## config.mk

```make
export PLATFORM = sky130hd
export DESIGN_NAME = anr_regs
export DESIGN_NICKNAME = d
export VERILOG_FILES = /design/src/logic/anr_pkg.sv /design/src/logic/anr_if.sv /design/src/logic/anr_read_mux.sv /design/src/logic/anr_regs.sv
export SDC_FILE = /design/constraint.sdc
export NUM_CORES = 1
export LEC_CHECK = 0
export BUFFER_PORTS_ARGS = -buffer_cell sky130_fd_sc_hd__buf_2
export CORE_MARGIN = 8
export CORE_UTILIZATION = 44
export DETAILED_ROUTE_END_ITERATION = 16
export PLACE_DENSITY = 0.74
export SYNTH_ARGS = -nofsm -noshare
export SYNTH_HDL_FRONTEND = slang
export SYNTH_SLANG_ARGS = --single-unit
```

## constraint.sdc

```tcl
create_clock -name sys_clk_i -period 1.1 [get_ports sys_clk_i]
set_input_delay 0.22 -clock sys_clk_i [delete_from_list [all_inputs] [get_ports sys_clk_i]]
set_output_delay 0.22 -clock sys_clk_i [all_outputs]
set_load 0.01 [all_outputs]
```

## src/logic/anr_pkg.sv

```systemverilog
package anr_pkg;
   // register indices on the management port
   localparam logic [4:0]  ADDR_LOCAL_ADVERT    = 5'h04;
   localparam logic [4:0]  ADDR_PARTNER_ABILITY = 5'h05;
   localparam logic [15:0] LOCAL_ADVERT_RST     = 16'h01E1;
   localparam logic [15:0] PARTNER_ABILITY_RST  = 16'h0000;
   // field positions
   localparam int ABIL_MSB   = 8;
   localparam int ABIL_LSB   = 5;
   localparam int RFAULT_BIT = 13;
   localparam int NPAGE_BIT  = 15;
   localparam int ACK_BIT    = 14;
   localparam int PTECH_MSB  = 12;
   localparam int PTECH_LSB  = 5;
   localparam int SEL_MSB    = 4;
   localparam logic [4:0]  SELECTOR_CODE = 5'h01;
   localparam logic [15:0] ADVERT_WR_MASK = 16'h21E0;

   typedef struct packed {
      logic [15:0] advert_reg;
      logic [15:0] advert_live;
      logic [15:0] partner;
      logic [15:0] rd_data;
      logic        restart_s1;
      logic        restart_s2;
      logic        restart_s3;
      logic        pvalid_s1;
      logic        pvalid_s2;
      logic        pvalid_s3;
   } anr_state_t;
endpackage

```

## src/logic/anr_if.sv

```systemverilog
`timescale 1ns/1ns
interface anr_if;
   logic [15:0] advert_reg;
   logic [15:0] partner_reg;
   logic [4:0]  addr;
   logic [15:0] rd_word;
   modport regs (input advert_reg, input partner_reg, input addr,
                 output rd_word);
   modport mux  (output advert_reg, output partner_reg, output addr,
                 input rd_word);
endinterface

```

## src/logic/anr_read_mux.sv

```systemverilog
`timescale 1ns/1ns
module anr_read_mux
   import anr_pkg::*;
(
   anr_if.regs bus
);
   // =====================================================
   // read decode; unmapped indices read as zero
   always_comb begin
      case (bus.addr)
         ADDR_LOCAL_ADVERT:    bus.rd_word = bus.advert_reg;
         ADDR_PARTNER_ABILITY: bus.rd_word = bus.partner_reg;
         default:              bus.rd_word = 16'h0000;
      endcase
   end
endmodule

```

## src/logic/anr_regs.sv

```systemverilog
`timescale 1ns/1ns
module anr_regs
   import anr_pkg::*;
(
   input  wire logic        sys_clk_i,
   input  wire logic        nrst_i,
   input  wire logic [4:0]  reg_addr_i,
   input  wire logic        reg_wr_i,
   input  wire logic [15:0] reg_wdata_i,
   output logic      [15:0] reg_rdata_o,
   input  wire logic        an_restart_i,
   input  wire logic        partner_valid_i,
   input  wire logic [15:0] partner_page_i,
   output logic      [15:0] advert_live_o,
   output logic      [15:0] advert_reg_o,
   output logic             ability_fast_full_o,
   output logic             ability_fast_half_o,
   output logic             ability_slow_full_o,
   output logic             ability_slow_half_o
);
   import anr_pkg::*;

   anr_state_t st_ff;
   anr_state_t nxt_st;
   anr_if      rbus ();
   logic [15:0] page_q;

   // =====================================================
   // helpers
   // rising edge seen between the second and third stages, so the
   // pulse is one clock long however long the pin stays high
   function automatic logic anr_rise(input logic s2, input logic s3);
      return s2 && !s3;
   endfunction

   // only the writable bits follow the bus; the rest keep their value
   function automatic logic [15:0] anr_merge(input logic [15:0] wr_word,
                                            input logic [15:0] old_word);
      return (wr_word & ADVERT_WR_MASK) | (old_word & ~ADVERT_WR_MASK);
   endfunction

   // write strobe aimed at one register index
   function automatic logic anr_hit(input logic       wr,
                                    input logic [4:0] addr,
                                    input logic [4:0] idx);
      return wr && (addr == idx);
   endfunction

   // =====================================================
   // read path
   assign rbus.addr        = reg_addr_i;
   assign rbus.advert_reg  = st_ff.advert_reg;
   assign rbus.partner_reg = st_ff.partner;

   anr_read_mux u_mux (
      .bus (rbus)
   );

   // page word is held steady by the link side while valid is high;
   // page_q registers it every clock; the partner register takes page_q once the valid edge has passed two stages
   always_ff @(posedge sys_clk_i or negedge nrst_i) begin
      if (!nrst_i) begin
         page_q <= PARTNER_ABILITY_RST;
      end else begin
         page_q <= partner_page_i;
      end
   end

   // =====================================================
   // next state
   always_comb begin
      nxt_st = st_ff;
      nxt_st.restart_s1 = an_restart_i;
      nxt_st.restart_s2 = st_ff.restart_s1;
      nxt_st.restart_s3 = st_ff.restart_s2;
      nxt_st.pvalid_s1  = partner_valid_i;
      nxt_st.pvalid_s2  = st_ff.pvalid_s1;
      nxt_st.pvalid_s3  = st_ff.pvalid_s2;
      nxt_st.rd_data    = rbus.rd_word;
      if (anr_hit(reg_wr_i, reg_addr_i, ADDR_LOCAL_ADVERT)) begin
         nxt_st.advert_reg = anr_merge(reg_wdata_i, st_ff.advert_reg);
      end
      nxt_st.advert_reg[SEL_MSB:0] = SELECTOR_CODE;
      if (anr_rise(st_ff.restart_s2, st_ff.restart_s3)) begin
         nxt_st.advert_live = st_ff.advert_reg;
      end
      if (anr_rise(st_ff.pvalid_s2, st_ff.pvalid_s3)) begin
         nxt_st.partner = page_q;
         nxt_st.partner[ACK_BIT] = 1'b1;
      end
      // partner page cleared on restart
      // restart wins over a capture in the same cycle: a page from the
      // old negotiation must not survive into the new one
      if (anr_rise(st_ff.restart_s2, st_ff.restart_s3)) begin
         nxt_st.partner = PARTNER_ABILITY_RST;
      end
   end

   // =====================================================
   // state register
   always_ff @(posedge sys_clk_i or negedge nrst_i) begin
      if (!nrst_i) begin
         st_ff.advert_reg  <= LOCAL_ADVERT_RST;
         st_ff.advert_live <= LOCAL_ADVERT_RST;
         st_ff.partner     <= PARTNER_ABILITY_RST;
         st_ff.rd_data     <= 16'h0000;
         st_ff.restart_s1  <= 1'b0;
         st_ff.restart_s2  <= 1'b0;
         st_ff.restart_s3  <= 1'b0;
         st_ff.pvalid_s1   <= 1'b0;
         st_ff.pvalid_s2   <= 1'b0;
         st_ff.pvalid_s3   <= 1'b0;
      end else begin
         st_ff <= nxt_st;
      end
   end

   // =====================================================
   // outputs
   assign reg_rdata_o   = st_ff.rd_data;
   assign advert_live_o = st_ff.advert_live;
   assign advert_reg_o  = st_ff.advert_reg;
   assign ability_fast_full_o = st_ff.advert_live[ABIL_MSB];
   assign ability_fast_half_o = st_ff.advert_live[ABIL_MSB-1];
   assign ability_slow_full_o = st_ff.advert_live[ABIL_LSB+1];
   assign ability_slow_half_o = st_ff.advert_live[ABIL_LSB];
endmodule

```

==> out/metrics.csv <==
stage,metric,value,unit
floorplan,die_h,91.5,µm
hold_path,holdCritPathClass,input pin to register,
synth,ys_ff_latch,63,
clocking,cts_tree,yes,
placement,place_inst,308,
synth,synthCells,200,
worst_setup_path,max_stage_delay,0.56,ns
outcome,status,finished with violations,
sta,setup_viol,33,
route,drt_drc_violations_left,0,
sta,fin_tns_setup,-2.75,ns
synth,synth_mux_area_share,5.24,%
pwr,internal_power,4.24,mW
synth,synthAdderAreaFrac,0,%
grt,first_global_vias,1653,
synth,yosys.area_share.simple,7.49,%
worst_setup_path,start_kind,input pin,
clocking,cts_root_buf,clkbuf_8,
route,drtPass1Iterations,4,
synth,ys_seq_area_share,63.3,%
placement,dpl.hpwl,3.26,mm
clocking,cts_sinks,63,
synth,ys_types,22,
pwr,p_leak,1.69,nW
synth,avgSynthCellArea,12.5,µm²
floorplan,die_area,8370,µm²
worst_setup_path,cp_slowest_cell,or4b_4,
worst_setup_path,critPathKind,input pin to register,
sta,finalHoldViolCount,0,
final_layout,final_util,59.9,%
grt,grt_start_max_net_pins,23,
final_layout,n_antenna_cell,0,
route,wirelength,5.30,mm
placement,place.gp.congestion,0.711,
outcome,violations,setup timing,
route,drtIter0Drc,58,
synth,synthXorXnorAreaFrac,0,%
pwr,seq_power_share,47.8,%
sta,fin_crit_sh,123,%
worst_setup_path,r2r_start,advert_reg_o[13]$_DFFE_PN0P_,
worst_setup_path,critPathBufInv,1,
final_layout,final_cells,353,
job,maxCapViolations,0,
sta,setup_ws,-0.256,ns
pwr,powerDensity,1700,nW/µm²
grt,overflow,0,
final_layout,final_cell_mix,"55 x dfrtp_1, 46 x buf_2, 22 x conb_1",
floorplan,rows,27,
pwr,pwr-share-clk,36.1,%
worst_setup_path,ff2ff_path_depth,3,
final_layout,num-nets-final,318,
clocking,clk_pin_slew,0.07,ns
route,postRouteAntennaNets,0,
sta,slew_violations,0,
synth,synth-warning-count,0,
floorplan,floorplan.initialDensity,45.5,%
final_layout,final_common_cell,dfrtp_1,
route,wire_per_inst,15.0,µm
synth,synth_top_family_by_area,buffers and inverters,
pwr,switchingPower,1.36,mW
worst_setup_path,required,1.32,ns
clocking,clock_latency,0.34,ns
clocking,cts_htree_levels,3,
grt,track_usage,13.2,%
worst_setup_path,cp.arrival,1.58,ns
pwr,ir_drop,1.08,mV
final_layout,layout-drive-gt1-share,44.1,%
worst_setup_path,crit_family,simple AND/OR/NAND/NOR gates,
clocking,cts.path.max_buffers,2,
floorplan,io_pins,94,
pwr,p_total,5.60,mW
pwr,combPwrFrac,16.1,%
clocking,cts_buffers,9,
sta,rsz0062_at_grt,yes,
sta,period_needed,1.36,ns
hold_path,hold_path_depth,2,
synth,synth_compound_area_share,5.54,%
hold_path,worstHoldStart,reg_wdata_i[6],
sta,finalClockSkew,0.00799,ns
worst_setup_path,reg2reg_slack,0.03,ns
floorplan,die_w,91.5,µm
worst_setup_path,r2r-end,advert_live_o[13]$_DFFE_PN0P_,
final_layout,syn2layout_area_growth,31.6,%
synth,mappedNetlistArea,2510,µm²
route,vias_per_cell,4.39,
pwr,swShare,24.2,%
floorplan,core_region_area,5510,µm²
route,via_count,1548,
sta,timing.fmax,737,MHz
worst_setup_path,worstSetupEndpointType,register,
placement,port_buffers,59,
hold_path,whs_endpoint,advert_reg_o[6]$_DFFE_PN1P_,
grt,grt_antenna_before_repair,0,
worst_setup_path,cp_cell_sequence,buf_6 > or3b_4 > or4b_4 > mux2_4,
worst_setup_path,cp_max_fo,5,
grt,grt_first_pass_wirelength,8.43,mm
==> routing by layer <==
metal  up-vias  track usage [%]  routed length (µm)
met5         -                0                   0
met2        63             20.9                2640
li1        727                -                   -
met1       747             14.0                2060
met4         0             6.55                  84
met3        11             7.00                 514
==> cell families (layout without fill, tap and decap cells) <==
family / after synthesis / after routing
flip-flops: 63 / 63
AND/OR/NAND/NOR: 31 / 31
other: 2 / 22
buffers and inverters: 71 / 132
multiplexers: 10 / 10
AO/OA/AOI/OAI: 23 / 23
==> power groups by stage <==
stage               Clock, mW  Combinational [mW]  Sequential (mW)
global placement            0               0.585             2.70
floorplan                   0               0.457             2.69
global route             2.19               0.981             2.70
finish                   2.02               0.900             2.68
detailed placement          0               0.594             2.70
CTS                      2.08               0.868             2.67
==> area by class of cell <==
cell class / count / area (µm²)
Tap cell: 72 / 90.1
Clock inverter: 5 / 56.3
Fill cell: 437 / 2210
Clock buffer: 11 / 151
Inverter: 16 / 60.1
Timing Repair Buffer: 100 / 773
Sequential cell: 63 / 1590
Multi-Input combinational cell: 86 / 579
==> what timing repair did <==
item	4_1_cts	5_1_grt
hold buffers	18	0
pin swaps	0	1
gates resized for setup	21	10
endpoints found under the setup margin	52	51
hold endpoints to repair	21	0
setup buffers	5	3
cloned	1	2
==> per-stage QoR <==
step | hold WS, ns | setup slack (ns) | cell area [µm²]
finish | 0.110 | -0.256 | 3300
global route | 0.0896 | -0.252 | 3300
CTS | 0.0884 | -0.229 | 3230
detailed placement | 0.160 | -0.612 | 2690
global placement | 0.156 | -0.592 | 2690
floorplan | -0.0756 | -0.544 | 2590
==> cell usage after synthesis <==
library cell	n	area, µm²
buf_4	48	360
buf_6	1	11.3
o21ai_0	16	80.1
and2_1	10	62.6
or4b_4	1	13.8
nor2b_1	1	6.26
dfstp_2	8	210
buf_1	1	3.75
dfrtp_1	55	1380
mux2_2	5	56.3
inv_1	16	60.1
nor3_1	1	5.00
a22o_1	5	43.8
nand2b_1	1	6.26
clkbuf_1	5	18.8
nand3_1	15	75.1
mux2_4	5	75.1
conb_1	2	7.51
a211oi_1	1	7.51
o21a_1	1	7.51
or3b_4	1	11.3
nor3b_1	1	7.51
==> worst max path at each step <==
stage,cells after the start,slack [ns],endpoint,startpoint
floorplan,4,-0.54,advert_reg_o[13]$_DFFE_PN0P_,reg_addr_i[1]
global placement,4,-0.59,advert_reg_o[13]$_DFFE_PN0P_,reg_addr_i[1]
detailed placement,4,-0.61,advert_reg_o[13]$_DFFE_PN0P_,reg_addr_i[1]
CTS,4,-0.23,advert_reg_o[13]$_DFFE_PN0P_,reg_addr_i[1]
global route,4,-0.25,advert_reg_o[13]$_DFFE_PN0P_,reg_addr_i[1]
finish,4,-0.26,advert_reg_o[13]$_DFFE_PN0P_,reg_addr_i[1]
Note: power is estimated with default switching activity, not from simulation.
